[src/verilog/dtp_pkg.sv]
// Purpose: shared constants for the down timer, pwm and buzzer block
// Assumes: apb registers, one aligned 32-bit word per register index
// Notes:   byte address is four times the register index
package dtp_pkg;

  // register indices
  localparam int         IDX_W           = 6;
  localparam logic [5:0] IDX_PS_READBACK = 6'h0d;
  localparam logic [5:0] IDX_BUZZER      = 6'h0e;
  localparam logic [5:0] IDX_COUNT_LOW   = 6'h10;
  localparam logic [5:0] IDX_CTRL_ONE    = 6'h11;
  localparam logic [5:0] IDX_CTRL_TWO    = 6'h12;
  localparam logic [5:0] IDX_DUTY_LOW    = 6'h13;
  localparam logic [5:0] IDX_HIGH_BITS   = 6'h16;
  localparam int         ADDR_W          = 8;
  localparam int         ALIGN_W         = 2;

  // timer_control_one fields
  localparam int C1_TIMER_EN  = 0;
  localparam int C1_RELOAD_EN = 1;
  localparam int C1_ONE_SHOT  = 2;
  localparam int C1_ACT_LOW   = 6;
  localparam int C1_PWM_OE    = 7;
  // timer_control_two fields
  localparam int C2_RATE_LSB  = 0;
  localparam int C2_PS_DIS_N  = 3;
  localparam int C2_EDGE_FALL = 4;
  localparam int C2_CLK_EXT   = 5;
  // buzzer_control fields
  localparam int BZ_SEL_LSB   = 0;
  localparam int BZ_EN        = 7;
  // timer_high_bits fields
  localparam int HB_DUTY_LSB  = 0;
  localparam int HB_RELOAD_LSB = 4;

  // writable bit masks, reserved bits read zero
  localparam logic [7:0] CTRL_ONE_MASK = 8'hc7;
  localparam logic [7:0] CTRL_TWO_MASK = 8'h3f;
  localparam logic [7:0] BUZZER_MASK   = 8'h8f;
  localparam logic [7:0] HIGH_MASK     = 8'h33;

  // reset values
  localparam logic [7:0] CTRL_ONE_RST  = 8'h00;
  localparam logic [7:0] CTRL_TWO_RST  = 8'h3f;
  localparam logic [7:0] BUZZER_RST    = 8'h0f;
  localparam logic [7:0] HIGH_RST      = 8'h00;
  localparam logic [7:0] BYTE_RST      = 8'h00;
  localparam logic [7:0] PS_RST        = 8'hff;

  // counter
  localparam int         CNT_W     = 10;
  localparam logic [9:0] COUNT_RST = 10'h000;
  localparam logic [9:0] COUNT_MAX = 10'h3ff;
  localparam logic [9:0] COUNT_MIN = 10'h000;

  typedef enum logic {RUN_COUNTING, RUN_EXPIRED} dtp_run_type;

endpackage

[src/verilog/dtp_prescaler.sv]
// Purpose: binary prescaler, 2 to 256, with readable counter
// Assumes: event_in is one cycle per selected clock event
// Notes:   counts down from all ones on each event while enabled
`timescale 1ns/1ps
module dtp_prescaler #(
  parameter int PS_W = 8
) (
  input  wire logic            clk_in,
  input  wire logic            rst_in,
  input  wire logic            event_in,
  input  wire logic            enable_in,
  input  wire logic [2:0]      rate_in,
  output logic      [PS_W-1:0] count_out,
  output logic                 tick_out
);
  import dtp_pkg::*;

  if (PS_W < 8) begin : g_chk
    $error("prescaler needs at least eight stages");
  end

  logic [PS_W-1:0] count;
  logic [PS_W-1:0] next_count;
  logic [PS_W-1:0] mask;

  // low rate+1 stages take part in the tick
  for (genvar i = 0; i < PS_W; i++) begin : g_mask
    assign mask[i] = (i <= int'(rate_in));
  end

  always_comb begin
    next_count = count;
    if (event_in && enable_in) begin
      next_count = count - {{(PS_W-1){1'b0}}, 1'b1};
    end
  end

  always_ff @(posedge clk_in) begin
    if (rst_in) begin
      count <= PS_W'(PS_RST);
    end else begin
      count <= next_count;
    end
  end

  assign count_out = count;
  // one tick every 2**(rate+1) events; rate changes while on may glitch
  assign tick_out  = event_in && enable_in && ((count & mask) == '0);
endmodule // dtp_prescaler

[src/verilog/dtp_buzzer.sv]
// Purpose: buzzer tone select from prescaler or timer count bits
// Assumes: both count inputs are register outputs
// Notes:   output and enable are registered
`timescale 1ns/1ps
module dtp_buzzer (
  input  wire logic       clk_in,
  input  wire logic       rst_in,
  input  wire logic       enable_in,
  input  wire logic [3:0] select_in,
  input  wire logic [7:0] ps_count_in,
  input  wire logic [7:0] timer_low_in,
  output logic            tone_out,
  output logic            tone_oe_out
);
  import dtp_pkg::*;

  logic next_tone;

  always_comb begin
    next_tone = 1'b0;
    if (enable_in) begin
      if (select_in[3]) begin
        next_tone = timer_low_in[select_in[2:0]];
      end else begin
        next_tone = ps_count_in[select_in[2:0]];
      end
    end
  end

  always_ff @(posedge clk_in) begin
    if (rst_in) begin
      tone_out    <= 1'b0;
      tone_oe_out <= 1'b0;
    end else begin
      tone_out    <= next_tone;
      tone_oe_out <= enable_in;
    end
  end
endmodule // dtp_buzzer

[src/verilog/dtp_timer.sv]
// Purpose: 10-bit down timer with prescaler, pwm pin and buzzer over apb
// Assumes: pins synchronous to CLK_IN, which is the instruction clock
// Notes:   zero wait state apb slave, answer in the first access cycle
`timescale 1ns/1ps
module dtp_timer (
  // clock and reset
  input  wire logic                       CLK_IN,
  input  wire logic                       RST_IN,
  // apb slave
  input  wire logic                       PSEL_IN,
  input  wire logic                       PENABLE_IN,
  input  wire logic                       PWRITE_IN,
  input  wire logic [dtp_pkg::ADDR_W-1:0] PADDR_IN,
  input  wire logic [31:0]                PWDATA_IN,
  output logic      [31:0]                PRDATA_OUT,
  output logic                            PREADY_OUT,
  output logic                            PSLVERR_OUT,
  // pins
  input  wire logic                       EXT_CLK_PIN_IN,
  input  wire logic                       GPIO_OUT_IN,
  input  wire logic                       GPIO_OE_IN,
  output logic                            PWM_PIN_OUT,
  output logic                            PWM_PIN_OE_OUT,
  output logic                            BUZZER_PIN_OUT,
  output logic                            BUZZER_PIN_OE_OUT
);
  import dtp_pkg::*;

  ////////////////////////////////////////////////////////////////////////////
  // apb decode

  logic [IDX_W-1:0] idx;
  logic             aligned;
  logic             setup;
  logic             wr_done;
  logic [7:0]       wbyte;
  logic [7:0]       rd_byte;
  logic             rd_hit;

  assign idx     = PADDR_IN[ADDR_W-1:ALIGN_W];
  assign aligned = (PADDR_IN[ALIGN_W-1:0] == '0);
  assign setup   = PSEL_IN && !PENABLE_IN;
  assign wr_done = PSEL_IN && PENABLE_IN && PREADY_OUT && PWRITE_IN &&
                   !PSLVERR_OUT;
  assign wbyte   = PWDATA_IN[7:0];

  ////////////////////////////////////////////////////////////////////////////
  // registers

  logic [7:0]       ctrl_one;
  logic [7:0]       ctrl_two;
  logic [7:0]       buzzer_ctl;
  logic [7:0]       high_bits;
  logic [7:0]       reload_low;
  logic [7:0]       duty_low;
  logic [CNT_W-1:0] cnt;
  dtp_run_type      run;
  logic             ext_prev;
  logic [7:0]       ps_count;
  logic             ps_tick;

  logic [7:0]       next_ctrl_one;
  logic [7:0]       next_ctrl_two;
  logic [7:0]       next_buzzer_ctl;
  logic [7:0]       next_high_bits;
  logic [7:0]       next_reload_low;
  logic [7:0]       next_duty_low;
  logic [CNT_W-1:0] next_cnt;
  dtp_run_type      next_run;
  logic [31:0]      next_prdata;
  logic             next_pready;
  logic             next_pslverr;
  logic             next_pwm_pin;
  logic             next_pwm_oe;

  logic             clk_evt;
  logic             tick;
  logic             one_shot;
  logic             wr_count;
  logic [CNT_W-1:0] reload_val;
  logic [CNT_W-1:0] duty_val;
  logic             pwm_level;

  assign one_shot   = ctrl_one[C1_ONE_SHOT];
  assign wr_count   = wr_done && idx == IDX_COUNT_LOW;
  assign reload_val = {high_bits[HB_RELOAD_LSB+1:HB_RELOAD_LSB], reload_low};
  assign duty_val   = {high_bits[HB_DUTY_LSB+1:HB_DUTY_LSB], duty_low};

  // read mux, write-only registers read zero
  always_comb begin
    rd_byte = 8'h00;
    rd_hit  = aligned;
    case (idx)
      IDX_PS_READBACK: rd_byte = ps_count;
      IDX_COUNT_LOW:   rd_byte = cnt[7:0];
      IDX_CTRL_ONE:    rd_byte = ctrl_one;
      IDX_CTRL_TWO:    rd_byte = ctrl_two;
      IDX_HIGH_BITS:   rd_byte = high_bits;
      IDX_BUZZER:      rd_byte = 8'h00;
      IDX_DUTY_LOW:    rd_byte = 8'h00;
      default:         rd_hit  = 1'b0;
    endcase
  end

  always_comb begin
    next_pready  = setup;
    next_pslverr = setup && !rd_hit;
    next_prdata  = PRDATA_OUT;
    if (setup) begin
      next_prdata = {24'h000000, rd_byte};
    end
  end

  always_comb begin
    next_ctrl_one   = ctrl_one;
    next_ctrl_two   = ctrl_two;
    next_buzzer_ctl = buzzer_ctl;
    next_high_bits  = high_bits;
    next_duty_low   = duty_low;
    if (wr_done) begin
      case (idx)
        IDX_CTRL_ONE:  next_ctrl_one   = wbyte & CTRL_ONE_MASK;
        IDX_CTRL_TWO:  next_ctrl_two   = wbyte & CTRL_TWO_MASK;
        IDX_BUZZER:    next_buzzer_ctl = wbyte & BUZZER_MASK;
        IDX_HIGH_BITS: next_high_bits  = wbyte & HIGH_MASK;
        IDX_DUTY_LOW:  next_duty_low   = wbyte;
        default:       next_duty_low   = duty_low;
      endcase
    end
  end

  ////////////////////////////////////////////////////////////////////////////
  // clock source and prescaler

  always_comb begin
    clk_evt = 1'b1;
    if (ctrl_two[C2_CLK_EXT]) begin
      if (ctrl_two[C2_EDGE_FALL]) begin
        clk_evt = ext_prev && !EXT_CLK_PIN_IN;
      end else begin
        clk_evt = !ext_prev && EXT_CLK_PIN_IN;
      end
    end
  end

  dtp_prescaler #(.PS_W(8)) u_prescaler (
    .clk_in    (CLK_IN),
    .rst_in    (RST_IN),
    .event_in  (clk_evt),
    .enable_in (!ctrl_two[C2_PS_DIS_N]),
    .rate_in   (ctrl_two[C2_RATE_LSB+2:C2_RATE_LSB]),
    .count_out (ps_count),
    .tick_out  (ps_tick)
  );

  // prescaler in path only when enabled
  assign tick = ctrl_one[C1_TIMER_EN] && run == RUN_COUNTING &&
                (ctrl_two[C2_PS_DIS_N] ? clk_evt : ps_tick);

  ////////////////////////////////////////////////////////////////////////////
  // down counter

  always_comb begin
    next_cnt        = cnt;
    next_run        = run;
    next_reload_low = reload_low;
    if (!one_shot) begin
      next_run = RUN_COUNTING;
    end
    if (wr_count) begin
      next_reload_low = wbyte;
      next_cnt = {high_bits[HB_RELOAD_LSB+1:HB_RELOAD_LSB], wbyte};
      next_run = RUN_COUNTING;
    end else if (tick) begin
      if (cnt == COUNT_MIN) begin
        if (one_shot) begin
          next_run = RUN_EXPIRED;
        end else if (ctrl_one[C1_RELOAD_EN]) begin
          next_cnt = reload_val;
        end else begin
          next_cnt = COUNT_MAX;
        end
      end else begin
        next_cnt = cnt - {{(CNT_W-1){1'b0}}, 1'b1};
      end
    end
  end

  ////////////////////////////////////////////////////////////////////////////
  // pwm pin

  assign pwm_level = (cnt < duty_val) ^ ctrl_one[C1_ACT_LOW];

  always_comb begin
    next_pwm_pin = GPIO_OUT_IN;
    next_pwm_oe  = GPIO_OE_IN;
    if (ctrl_one[C1_PWM_OE]) begin
      next_pwm_pin = pwm_level;
      next_pwm_oe  = 1'b1;
    end
  end

  always_ff @(posedge CLK_IN) begin
    if (RST_IN) begin
      ctrl_one       <= CTRL_ONE_RST;
      ctrl_two       <= CTRL_TWO_RST;
      buzzer_ctl     <= BUZZER_RST;
      high_bits      <= HIGH_RST;
      reload_low     <= BYTE_RST;
      duty_low       <= BYTE_RST;
      cnt            <= COUNT_RST;
      run            <= RUN_COUNTING;
      ext_prev       <= 1'b0;
      PRDATA_OUT     <= 32'h00000000;
      PREADY_OUT     <= 1'b0;
      PSLVERR_OUT    <= 1'b0;
      PWM_PIN_OUT    <= 1'b0;
      PWM_PIN_OE_OUT <= 1'b0;
    end else begin
      ctrl_one       <= next_ctrl_one;
      ctrl_two       <= next_ctrl_two;
      buzzer_ctl     <= next_buzzer_ctl;
      high_bits      <= next_high_bits;
      reload_low     <= next_reload_low;
      duty_low       <= next_duty_low;
      cnt            <= next_cnt;
      run            <= next_run;
      ext_prev       <= EXT_CLK_PIN_IN;
      PRDATA_OUT     <= next_prdata;
      PREADY_OUT     <= next_pready;
      PSLVERR_OUT    <= next_pslverr;
      PWM_PIN_OUT    <= next_pwm_pin;
      PWM_PIN_OE_OUT <= next_pwm_oe;
    end
  end

  ////////////////////////////////////////////////////////////////////////////
  // buzzer

  dtp_buzzer u_buzzer (
    .clk_in       (CLK_IN),
    .rst_in       (RST_IN),
    .enable_in    (buzzer_ctl[BZ_EN]),
    .select_in    (buzzer_ctl[BZ_SEL_LSB+3:BZ_SEL_LSB]),
    .ps_count_in  (ps_count),
    .timer_low_in (cnt[7:0]),
    .tone_out     (BUZZER_PIN_OUT),
    .tone_oe_out  (BUZZER_PIN_OE_OUT)
  );
endmodule // dtp_timer

[config.mk]
export PLATFORM = sky130hd
export DESIGN_NAME = dtp_timer
export DESIGN_NICKNAME = d
export VERILOG_FILES = /design/src/verilog/dtp_pkg.sv /design/src/verilog/dtp_prescaler.sv /design/src/verilog/dtp_buzzer.sv /design/src/verilog/dtp_timer.sv
export SDC_FILE = /design/constraint.sdc
export NUM_CORES = 1
export LEC_CHECK = 0
export BUFFER_PORTS_ARGS = -buffer_cell sky130_fd_sc_hd__buf_2
export CAP_MARGIN = 20
export CORE_MARGIN = 4
export CORE_UTILIZATION = 50
export DETAILED_ROUTE_END_ITERATION = 6
export GPL_ROUTABILITY_DRIVEN = 1
export HOLD_SLACK_MARGIN = 0.15
export PLACE_DENSITY = 0.72
export SLEW_MARGIN = 20
export SYNTH_ARGS = -nofsm -noshare
export SYNTH_HDL_FRONTEND = slang
export SYNTH_SLANG_ARGS = --single-unit
[constraint.sdc]
create_clock -name CLK_IN -period 2.4 [get_ports CLK_IN]
set_clock_uncertainty 0.15 [all_clocks]
set_input_delay 0.48 -clock CLK_IN [delete_from_list [all_inputs] [get_ports CLK_IN]]
set_output_delay 0.48 -clock CLK_IN [all_outputs]
set_load 0.02 [all_outputs]
==> results.cfg, run 1 <==
[global_route]
grtUsageTotal_pct = 22.6
overflow = 0
grt_max_degree = 36
grt_first_pass_wirelength_microns = 16000
antenna_found_initial = 0
grt_pass1_vias = 3191

[clocking]
numCtsBuffers = 9
cts_sinks = 70
clk_latency_ns = 0.35
cts_tree = done
root_buffer = clkbuf_8
clk_pin_slew_ns = 0.08
cts_buffer_depth = 2
htreeDepth = 3

[routing]
firstDrtPassIters = 4
drtIter0Drc = 338
drc_errors = 0
num_vias = 3581
vias_per_cell = 5.71
wl_per_cell_microns = 16.1
routed_wl_microns = 10100
drt.antenna.violating_nets = 0

[timing]
hold_viol = 0
slew_headroom_pct = 55.2
worstMarginPinSlew_ns = 0.672
rsz0062_at_grt = no
timing.final.crit_share_pct = 95.7
finalCriticalPeriod_ns = 2.30
final-max-slew-violation-count = 0
setup_slack_ns = 0.103
holdWs_ns = 0.195
setup_viol = 0
fmax_ghz = 0.435
tns_ns = 0

[place]
dp_cells = 610
gp_congestion = 0.948
place_area_sq_um = 4250
io_buffers = 37
dpl.hpwl_microns = 7400
post-place-ws_ns = -0.0454

[synthesis]
syn_area_sq_um = 3870
synthArstFlopShare_pct = 0
yosysWarningCount = 0
ys.flop_type = dfxtp_1
synth.distinct_cells = 62
avgSynthCellArea_sq_um = 8.29
synth_edf_count = 0
ys_seq_elements = 70
ys_seq_area_share_pct = 36.2
synth_cells = 467

[layout]
final_util_pct = 60.4
syn_to_final_growth_pct = 15.5
stdcell_count = 627
nets = 582
n_antenna_cell = 0
fillerInstances = 679
drive_above_1_share_pct = 19.3
fin_area_sq_um = 4470

[die]
initial_utilization_pct = 52.3
die_h_microns = 96.0
io_pins = 86
dieArea_sq_um = 9220
core_area_sq_um = 7410
row_count = 31
die_width_microns = 96.0

[worst_setup_path]
cp_data_required_time_ns = 2.50
worstPathMaxFanout = 4
startpoint_type = flop
crit_type = flop to flop
critPathCaptureType = flop
crit_arrival_ns = 2.40

[power]
sw_frac_of_total_pct = 24.3
p_comb_share_pct = 6.8
cellPowerDensity_nw_per_um2 = 514
clkPwrFrac_pct = 42.4
intPower_mw = 1.74
p_sw_mw = 0.559
power.sequential.fraction_pct = 50.8
peakVddDrop_mv = 0.288
total_power_mw = 2.30
p_leak_nw = 1.96

[min_path]
hp-class = input pin to flop

[run_status]
status = complete, no violations

[run]
maxCapViolCount = 0
[critical path, cell delays in order (launching register included)]
cell and delay, ns:
dfxtp_1 0.34, or3b_1 0.39, nand3_1 0.09, nor3b_2 0.27, nand3_2 0.14, or4_1 0.50, a311oi_2 0.32
[layer usage]
layer	vias up	wire length, microns	global-route usage [%]
met5	-	0	0
met4	0	259	10.2
met3	20	617	3.28
met2	143	4750	36.9
met1	1705	4450	29.6
li1	1713	-	-
[timing repair]
item	in CTS	in global routing
endpoints found under the setup margin	0	8
hold buffers	0	0
gates resized for setup	0	4
buffers inserted	0	1
[state kept, by name, indices dropped and copies added, names as in the netlist]
signal / flops
PRDATA_OUT: 8
PREADY_OUT: 1
PSLVERR_OUT: 1
PWM_PIN_OE_OUT: 1
PWM_PIN_OUT: 1
buzzer_ctl: 5
cnt: 10
ctrl_one: 5
ctrl_two: 6
duty_low: 8
ext_prev: 1
high_bits: 4
reload_low: 8
run: 1
u_buzzer.tone_oe_out: 1
u_buzzer.tone_out: 1
u_prescaler.count_out: 8
[final cells by class]
class,instances,area (sq um),area share (%)
clock inverter,4,45.0,1.01
sequential,70,1400,31.3
inverter,29,109,2.43
clock buffer,12,155,3.47
tap,99,124,2.77
timing repair buffer,70,445,9.96
multi-input combinational,343,2190,49.0
[power groups by stage]
stage	Clock, mW	Combinational (mW)	Sequential (mW)
after floorplan	0	0.123	1.20
after global placement	0	0.152	1.20
after detailed placement	0	0.154	1.20
after CTS	0.994	0.154	1.17
after global routing	1.04	0.171	1.17
final	0.976	0.156	1.17
[cells in the final DEF, fill, tap and decap left out, drive strengths merged, types with 2 or more instances in the layout]
master,instances
or3b,3
a311o,3
clkbuf,12
o21ai,11
nor4,5
clkinv,3
and3,4
a31oi,4
xnor2,5
xor2,2
nand3,12
nor3b,3
nand3b,4
a311oi,6
a22oi,9
dfxtp,70
a221oi,4
a211o,11
inv,29
buf,70
nor3,8
a21o,5
o21bai,2
a211oi,5
nand2,41
and2,3
mux4,5
nor2b,7
nor2,65
o31a,2
nand4,4
conb,24
ha,11
mux2i,15
nand2b,10
a21oi,31
o22ai,2
a221o,2
[cells in the mapped netlist (3+ instances only)]
cell type | count | share of area [%]
nand2b_1 | 10 | 1.6
mux4_2 | 4 | 2.3
nand2_1 | 41 | 4.0
nand4_1 | 4 | 0.65
buf_2 | 3 | 0.39
a211oi_1 | 5 | 0.97
buf_4 | 24 | 4.7
a21o_1 | 5 | 0.97
clkbuf_1 | 21 | 2.0
a311o_1 | 3 | 0.78
nand3_1 | 11 | 1.4
o21ai_0 | 10 | 1.3
a21oi_1 | 31 | 4.0
and2_1 | 3 | 0.48
nor2b_1 | 7 | 1.1
nand3b_1 | 4 | 0.78
nor2_1 | 65 | 6.3
nor3_1 | 6 | 0.78
a211o_1 | 11 | 2.5
and3_1 | 4 | 0.65
mux2i_1 | 15 | 3.9
a22oi_1 | 9 | 1.7
a221oi_1 | 4 | 0.90
nor4_1 | 4 | 0.65
dfxtp_1 | 70 | 36
xnor2_1 | 5 | 1.1
a311oi_1 | 4 | 0.90
ha_1 | 11 | 3.6
a31oi_1 | 4 | 0.65
or3b_1 | 3 | 0.68
inv_1 | 29 | 2.8
[path summary, 6_finish.rpt]
| path | from | slack (ns) | cells after the start | end |
|---|---|---|---|---|
| setup / recovery | ctrl_two[4]$_SDFFE_PP1P_ | 0.10 | 6 | cnt[2]$_SDFFE_PP0P_ |
| hold / removal | PADDR_IN[0] | 0.20 | 2 | PSLVERR_OUT$_SDFF_PP0_ |
| setup reg to reg | ctrl_two[4]$_SDFFE_PP1P_ | 0.10 | 6 | cnt[2]$_SDFFE_PP0P_ |
| hold reg to reg | PRDATA_OUT[2]$_SDFFE_PP0P_ | 0.31 | 2 | PRDATA_OUT[2]$_SDFFE_PP0P_ |
[kinds of logic (layout without fill, tap and decap cells)]
logic type | count (synthesis) | after routing | share of synthesized area (%)
other | 1 | 24 | 0.0968
buffers and inverters | 77 | 115 | 9.88
adder cells (fa/ha/maj) | 11 | 11 | 3.55
flip-flops | 70 | 70 | 36.2
multiplexers | 20 | 20 | 6.88
AO/OA/AOI/OAI | 107 | 107 | 19.6
XOR/XNOR | 7 | 7 | 1.58
AND/OR/NAND/NOR | 174 | 174 | 22.2
Power figures use the tool's default switching activity.
==> inputs of run 2 (changes only) <==
--- a/config.mk
+++ b/config.mk
@@ -16,4 +16,5 @@
 export SLEW_MARGIN = 20
 export SYNTH_ARGS = -nofsm -noshare
 export SYNTH_HDL_FRONTEND = slang
+export SYNTH_HIERARCHICAL = 1
 export SYNTH_SLANG_ARGS = --single-unit
==> run 2 against run 1 <==
  * The flow now finishes with violations (setup timing)
  * Global-route usage up 2.3 points
  * Worst setup slack worse by 0.12 ns
  * First-iteration DRC count down 9.2%
  * Critical path type unchanged
  * Highest routed layer unchanged
==> results.cfg, run 2 <==
[run_status]
status = complete, but fails checks
violations = setup timing

[layout]
seqCellArea_sq_um = 1400
multi_input_area_sq_um = 2230
n_antenna_cell = 0
stdcell_count = 636
fillerInstances = 671
syn_to_final_growth_pct = 18.5
nets = 592
final_common_cell = dfxtp_1
largest_reg_flops = 10
final_cell_mix = 68 x dfxtp_1, 53 x nand2_1, 43 x buf_4
drive_above_1_share_pct = 22.2
fin_area_sq_um = 4570
final_util_pct = 62.1
regMostFlops = cnt

[worst_setup_path]
max_stage_delay_ns = 0.41
startpoint_type = flop
critPathBufInv = 0
r2r_cells = 11
crit_arrival_ns = 2.54
worstReg2RegEnd = cnt[8]$_SDFFE_PP0P_
r2r_setup_slack_ns = -0.02
slowest_stage = or4_1
crit_type = flop to flop
critPathCaptureType = flop
cpLargestDelayFamily = simple AND/OR/NAND/NOR gates
worstPathMaxFanout = 4
r2r_start = ctrl_two[4]$_SDFFE_PP1P_
cp_data_required_time_ns = 2.52
cp_cell_sequence = and3b_2, nor2_1, nand2_1, nand3b_1, a221o_2, a21oi_2, or2_4, o311ai_4, a21o_1, or4_1, a31oi_1

[power]
p_leak_nw = 1.97
cellPowerDensity_nw_per_um2 = 503
total_power_mw = 2.30
peakVddDrop_mv = 0.377

[die]
initial_utilization_pct = 52.4
dieArea_sq_um = 9190
io_pins = 86
row_count = 31
core_area_sq_um = 7370
die_h_microns = 95.9
die_width_microns = 95.9

[place]
gp_congestion = 0.878
io_buffers = 37
dpl.hpwl_microns = 7580
dp_cells = 618
place_area_sq_um = 4350

[global_route]
grt_first_pass_wirelength_microns = 17500
grtUsageTotal_pct = 24.9
overflow = 0
grt_util_met2_pct = 40.0
grt_max_degree = 43
grtUsageMet1_pct = 32.9
gr-usage-met3_pct = 3.91
busiest_layer = met2
grt_pass1_vias = 3481
antenna_found_initial = 0

[timing]
setup_viol = 1
fmax_ghz = 0.413
finalCriticalPeriod_ns = 2.42
hold_viol = 0
rsz0062_at_grt = yes
worstMarginPinSlew_ns = 0.562
final-max-slew-violation-count = 0
slew_headroom_pct = 62.5
setup_slack_ns = -0.0184
holdWs_ns = 0.212
timing.final.crit_share_pct = 101

[synthesis]
yosys.area.top_type_share_pct = 36.3
avgSynthCellArea_sq_um = 8.30
synth_edf_count = 0
yosysMostFrequentCell = dfxtp_1
synth.distinct_cells = 62
ys_seq_elements = 70
synth_cells = 465
synth_common_cells = 70 x dfxtp_1, 53 x nand2_1, 34 x nor2_1, 32 x nand3_1, 28 x a21oi_1
ys.flop_type = dfxtp_1
yosys.area.top_type = dfxtp_1
synthTopCellsByArea = dfxtp_1 36%, mux2i_1 6.5%, nand2_1 5.2%
yosysWarningCount = 6
ys_seq_area_share_pct = 36.3
syn_area_sq_um = 3860
synthArstFlopShare_pct = 0

[clocking]
numCtsBuffers = 9
clk_latency_ns = 0.34
cts_buffer_depth = 2
cts_sinks = 70
root_buffer = clkbuf_8
htreeDepth = 3
cts_tree = done
clk_pin_slew_ns = 0.08

[min_path]
holdCritStartpoint = GPIO_OE_IN
hold-path-cell-count = 3
hold_end = PWM_PIN_OE_OUT$_SDFF_PP0_
hp-class = input pin to flop

[routing]
routed_wl_microns = 10700
num_vias = 3714
firstDrtPassIters = 6
vias_per_cell = 5.84
drtIter0Drc = 307
wl_per_cell_microns = 16.9
drt.antenna.violating_nets = 0
drc_errors = 0

[run]
maxCapViolCount = 0
-- run 2: cell types whose count changed after synthesis, moves of 5 or more --
cell and delta:
nand2b_1 -7, nor2_1 -31, o21ai_0 +10, mux2i_1 +10, nand3_1 +21, a211oi_1 -5
or4_1 +6, nand2_1 +12, a211o_1 -7, inv_1 -9, a32oi_1 +6
-- run 2: metal layers --
metal | up-vias | wire, microns
met4 | 0 | 228
met1 | 1764 | 4510
li1 | 1770 | -
met2 | 161 | 5180
met5 | - | 0
met3 | 19 | 830
-- run 2: metrics by stage --
| step | setup WS, ns | setup TNS [ns] |
|---|---|---|
| 3_5_place_dp | -0.340 | -2.54 |
| 5_1_grt | -0.168 | -0.927 |
| 3_3_place_gp | -0.312 | -2.21 |
| 2_1_floorplan | -0.275 | -1.14 |
| 4_1_cts | -0.0124 | -0.0124 |
| 6_report | -0.0184 | -0.0184 |
-- run 2: how the worst max path moves through the flow --
| stage | start | end | slack, ns | cells after the start |
|---|---|---|---|---|
| global route | ext_prev$_SDFF_PP0_ | cnt[8]$_SDFFE_PP0P_ | -0.17 | 11 |
| floorplan | EXT_CLK_PIN_IN | cnt[8]$_SDFFE_PP0P_ | -0.27 | 11 |
| CTS | ctrl_two[4]$_SDFFE_PP1P_ | cnt[8]$_SDFFE_PP0P_ | -0.01 | 11 |
| detailed placement | EXT_CLK_PIN_IN | cnt[8]$_SDFFE_PP0P_ | -0.34 | 12 |
| finish | ctrl_two[4]$_SDFFE_PP1P_ | cnt[8]$_SDFFE_PP0P_ | -0.02 | 11 |
| global placement | EXT_CLK_PIN_IN | cnt[8]$_SDFFE_PP0P_ | -0.31 | 12 |
-- run 2: power by group --
part	internal, mW	total, mW	leakage, nW	switching (mW)
clock network	0.496	0.936	0.102	0.440
registers	1.17	1.18	0.567	0.00627
logic	0.0552	0.187	1.30	0.132
total	1.72	2.30	1.97	0.578
-- run 2: cell families after synthesis --
logic type,synth area share [%]
flip-flops,36.3
multiplexers,8.63
buffers and inverters,9.21
AO/OA/AOI/OAI,17.5
XOR/XNOR,1.14
AND/OR/NAND/NOR,23.5
adder cells (fa/ha/maj),3.57
other,0.0972
-- run 2: final cells by class --
type	count	area share, %
multi-input combinational	350	48.9
clock buffer	10	3.01
timing repair buffer	82	12.0
clock inverter	5	1.09
tap	99	2.71
inverter	20	1.64
sequential	70	30.7
-- run 2: timing repair --
item,CTS,global route
setup buffers,2,1
setup endpoints to repair,8,10
hold buffers,0,0
gates resized for setup,2,3
pin swaps,4,3
-- run 2: worst min-delay path, cell delays in order --
cell and delay, ns:
buf_2 0.07, nor2_1 0.03, nor2_1 0.08
==> inputs of run 3 (changes only) <==
--- a/config.mk
+++ b/config.mk
@@ -5,6 +5,7 @@
 export SDC_FILE = /design/constraint.sdc
 export NUM_CORES = 1
 export LEC_CHECK = 0
+export ABC_AREA = 1
 export BUFFER_PORTS_ARGS = -buffer_cell sky130_fd_sc_hd__buf_2
 export CAP_MARGIN = 20
 export CORE_MARGIN = 4
@@ -12,7 +13,7 @@
 export DETAILED_ROUTE_END_ITERATION = 6
 export GPL_ROUTABILITY_DRIVEN = 1
 export HOLD_SLACK_MARGIN = 0.15
-export PLACE_DENSITY = 0.72
+export PLACE_DENSITY = 0.71
 export SLEW_MARGIN = 20
 export SYNTH_ARGS = -nofsm -noshare
 export SYNTH_HDL_FRONTEND = slang
==> run 3 against run 2 <==
  * The run now ends clean
  * Critical path depth unchanged
  * Worst hold slack lost 0.011 ns
  * Final cell count grew 22%
  * Synthesized cell count up 34%
  * Core utilization shrank 4.7 points
  * Via count rose by 7.0%
  * Wire length up 2.0%
  * Combinational power down 14%
  * Sequential power about the same
  * Power shrank 1.9%
  * Flip-flop and latch count is the same
  * Worst setup slack improved by 0.30 ns
  * Largest cell class unchanged
==> results.cfg, run 3 <==
[global_route]
grt_util_met2_pct = 37.3
busiest_layer = met2
grtUsageMet1_pct = 29.0
grtUsageTotal_pct = 22.8
antenna_found_initial = 0
grt_max_degree = 28
grt_pass1_vias = 3585
overflow = 0
grt_first_pass_wirelength_microns = 17600
gr-usage-met3_pct = 4.88

[synthesis]
yosys.area.top_type = dfxtp_1
synth.distinct_cells = 37
synthArstFlopShare_pct = 0
ys_seq_elements = 70
synth_common_cells = 165 x nand2_1, 70 x dfxtp_1, 68 x inv_1, 66 x nor2_1, 58 x nand3_1
synth_cells = 624
synth_edf_count = 0
synthTopCellsByArea = dfxtp_1 34%, nand2_1 15%, nand3_1 7.1%
yosysWarningCount = 6
ys_seq_area_share_pct = 34.1
ys.flop_type = dfxtp_1
yosys.area.top_type_share_pct = 34.1
yosysMostFrequentCell = nand2_1
avgSynthCellArea_sq_um = 6.59
syn_area_sq_um = 4110

[power]
cellPowerDensity_nw_per_um2 = 502
total_power_mw = 2.26
p_leak_nw = 2.26
peakVddDrop_mv = 0.405

[layout]
n_antenna_cell = 0
final_common_cell = nand2_1
syn_to_final_growth_pct = 9.43
drive_above_1_share_pct = 15.3
nets = 726
final_util_pct = 57.3
largest_reg_flops = 10
regMostFlops = cnt
final_cell_mix = 165 x nand2_1, 70 x dfxtp_1, 68 x inv_1

[clocking]
clk_pin_slew_ns = 0.07
cts_buffer_depth = 2
cts_tree = done
cts_hold_buf = 0
numCtsBuffers = 9
root_buffer = clkbuf_8
post_cts_resized = 0
cts_sinks = 70
post_cts.repair.setup_buffers = 0
htreeDepth = 3
clk_latency_ns = 0.34

[place]
dpl.hpwl_microns = 8420
gp_congestion = 0.913
io_buffers = 37
post-place-ws_ns = 0.0482

[worst_setup_path]
crit_arrival_ns = 2.20
worstPathMaxFanout = 10
critPathCaptureType = flop
crit_type = flop to flop
max_stage_delay_ns = 0.36
cp_data_required_time_ns = 2.49
cpLargestDelayFamily = simple AND/OR/NAND/NOR gates
critPathBufInv = 2
startpoint_type = flop
cp_cell_sequence = inv_1, ha_1, nand2_2, nor2_4, nand2_4, clkinv_2, nand2_2, nand2_1, nand2_1, a21oi_1, nor2_1
slowest_stage = dfxtp_1

[die]
die_h_microns = 98.7
io_pins = 86
initial_utilization_pct = 52.4
dieArea_sq_um = 9740
core_area_sq_um = 7850
row_count = 32
die_width_microns = 98.7

[timing]
rsz0062_at_grt = no
fmax_ghz = 0.472
finalCriticalPeriod_ns = 2.12
final-max-slew-violation-count = 0
setup_viol = 0
tns_ns = 0
timing.final.crit_share_pct = 88.2
setup_slack_ns = 0.283
hold_viol = 0

[routing]
routed_wl_microns = 11000
drt.antenna.violating_nets = 0
num_vias = 3974
drc_errors = 0
drtIter0Drc = 218
vias_per_cell = 5.13
firstDrtPassIters = 5
wl_per_cell_microns = 14.2

[run_status]
status = complete, no violations

[run]
maxCapViolCount = 0

[min_path]
hp-class = input pin to flop
run 3: changes by cell type in the layout (fill, tap and decap cells not counted), moves of 14 or more:
cell and delta:
inv_2 +14, nor2_1 +32, buf_4 -38, inv_1 +48, nand2_1 +112, mux2i_1 -25, nand3_1 +26, o21ai_1 +17
run 3: worst register-to-register path, stage by stage, from the launching register on:
cell and delay, ns:
dfxtp_1 0.36, inv_1 0.20, ha_1 0.32, nand2_2 0.13, nor2_4 0.22, nand2_4 0.14, clkinv_2 0.10, nand2_2 0.07
nand2_1 0.09, nand2_1 0.06, a21oi_1 0.13, nor2_1 0.04
run 3: layout make-up:
class                      count  area (sq um)
fill                         788          3350
multi-input combinational    460          2240
sequential                    70          1400
inverter                      84           322
timing repair buffer          42           223
clock buffer                  11           131
tap                          102           128
clock inverter                 5          50.0
run 3: metal layers:
metal / vias to the layer above / part of all wire, %
met1: 1760 / 45
li1: 2037 / -
met2: 150 / 45
met3: 27 / 7.3
met4: 0 / 3.3
met5: - / 0
run 3: cells by family (layout without fill, tap and decap cells):
| group | Yosys count | count (layout) | synth area share (%) |
|---|---|---|---|
| AOI/OAI and AO/OA | 93 | 93 | 12.3 |
| adders and majority gates | 11 | 11 | 3.35 |
| DFF | 70 | 70 | 34.1 |
| xor gates and xnor gates | 1 | 1 | 0.213 |
| other | 1 | 24 | 0.0912 |
| buffers and inverters | 117 | 142 | 13.4 |
| and+or+nand+nor | 331 | 331 | 36.5 |
run 3: worst paths after layout:
check        slack (ns)                         endpoint                  startpoint  depth (start not counted)
max reg2reg        0.28              cnt[9]$_SDFFE_PP0P_         cnt[0]$_SDFFE_PP0P_                         11
min                0.20        PWM_PIN_OE_OUT$_SDFF_PP0_                  GPIO_OE_IN                          3
max                0.28              cnt[9]$_SDFFE_PP0P_         cnt[0]$_SDFFE_PP0P_                         11
min reg2reg        0.28  u_buzzer/tone_oe_out$_SDFF_PP0_  buzzer_ctl[7]$_SDFFE_PP0P_                          2
run 3: per-stage QoR:
stage | instances | hold WS, ns | cell area [sq um]
5_1_grt | 774 | 0.194 | 4500
4_1_cts | 774 | 0.185 | 4500
3_5_place_dp | 758 | 0.275 | 4320
2_1_floorplan | 647 | 0.265 | 4200
6_report | 774 | 0.201 | 4500
3_3_place_gp | 758 | 0.275 | 4320
run 3: report_power, final:
| group | total [mW] | internal (mW) | switching, mW | leakage [nW] |
|---|---|---|---|---|
| clock | 0.929 | 0.474 | 0.455 | 0.0968 |
| combinational | 0.160 | 0.0383 | 0.122 | 1.60 |
| sequential | 1.17 | 1.17 | 0.00311 | 0.566 |
| total | 2.26 | 1.68 | 0.580 | 2.26 |
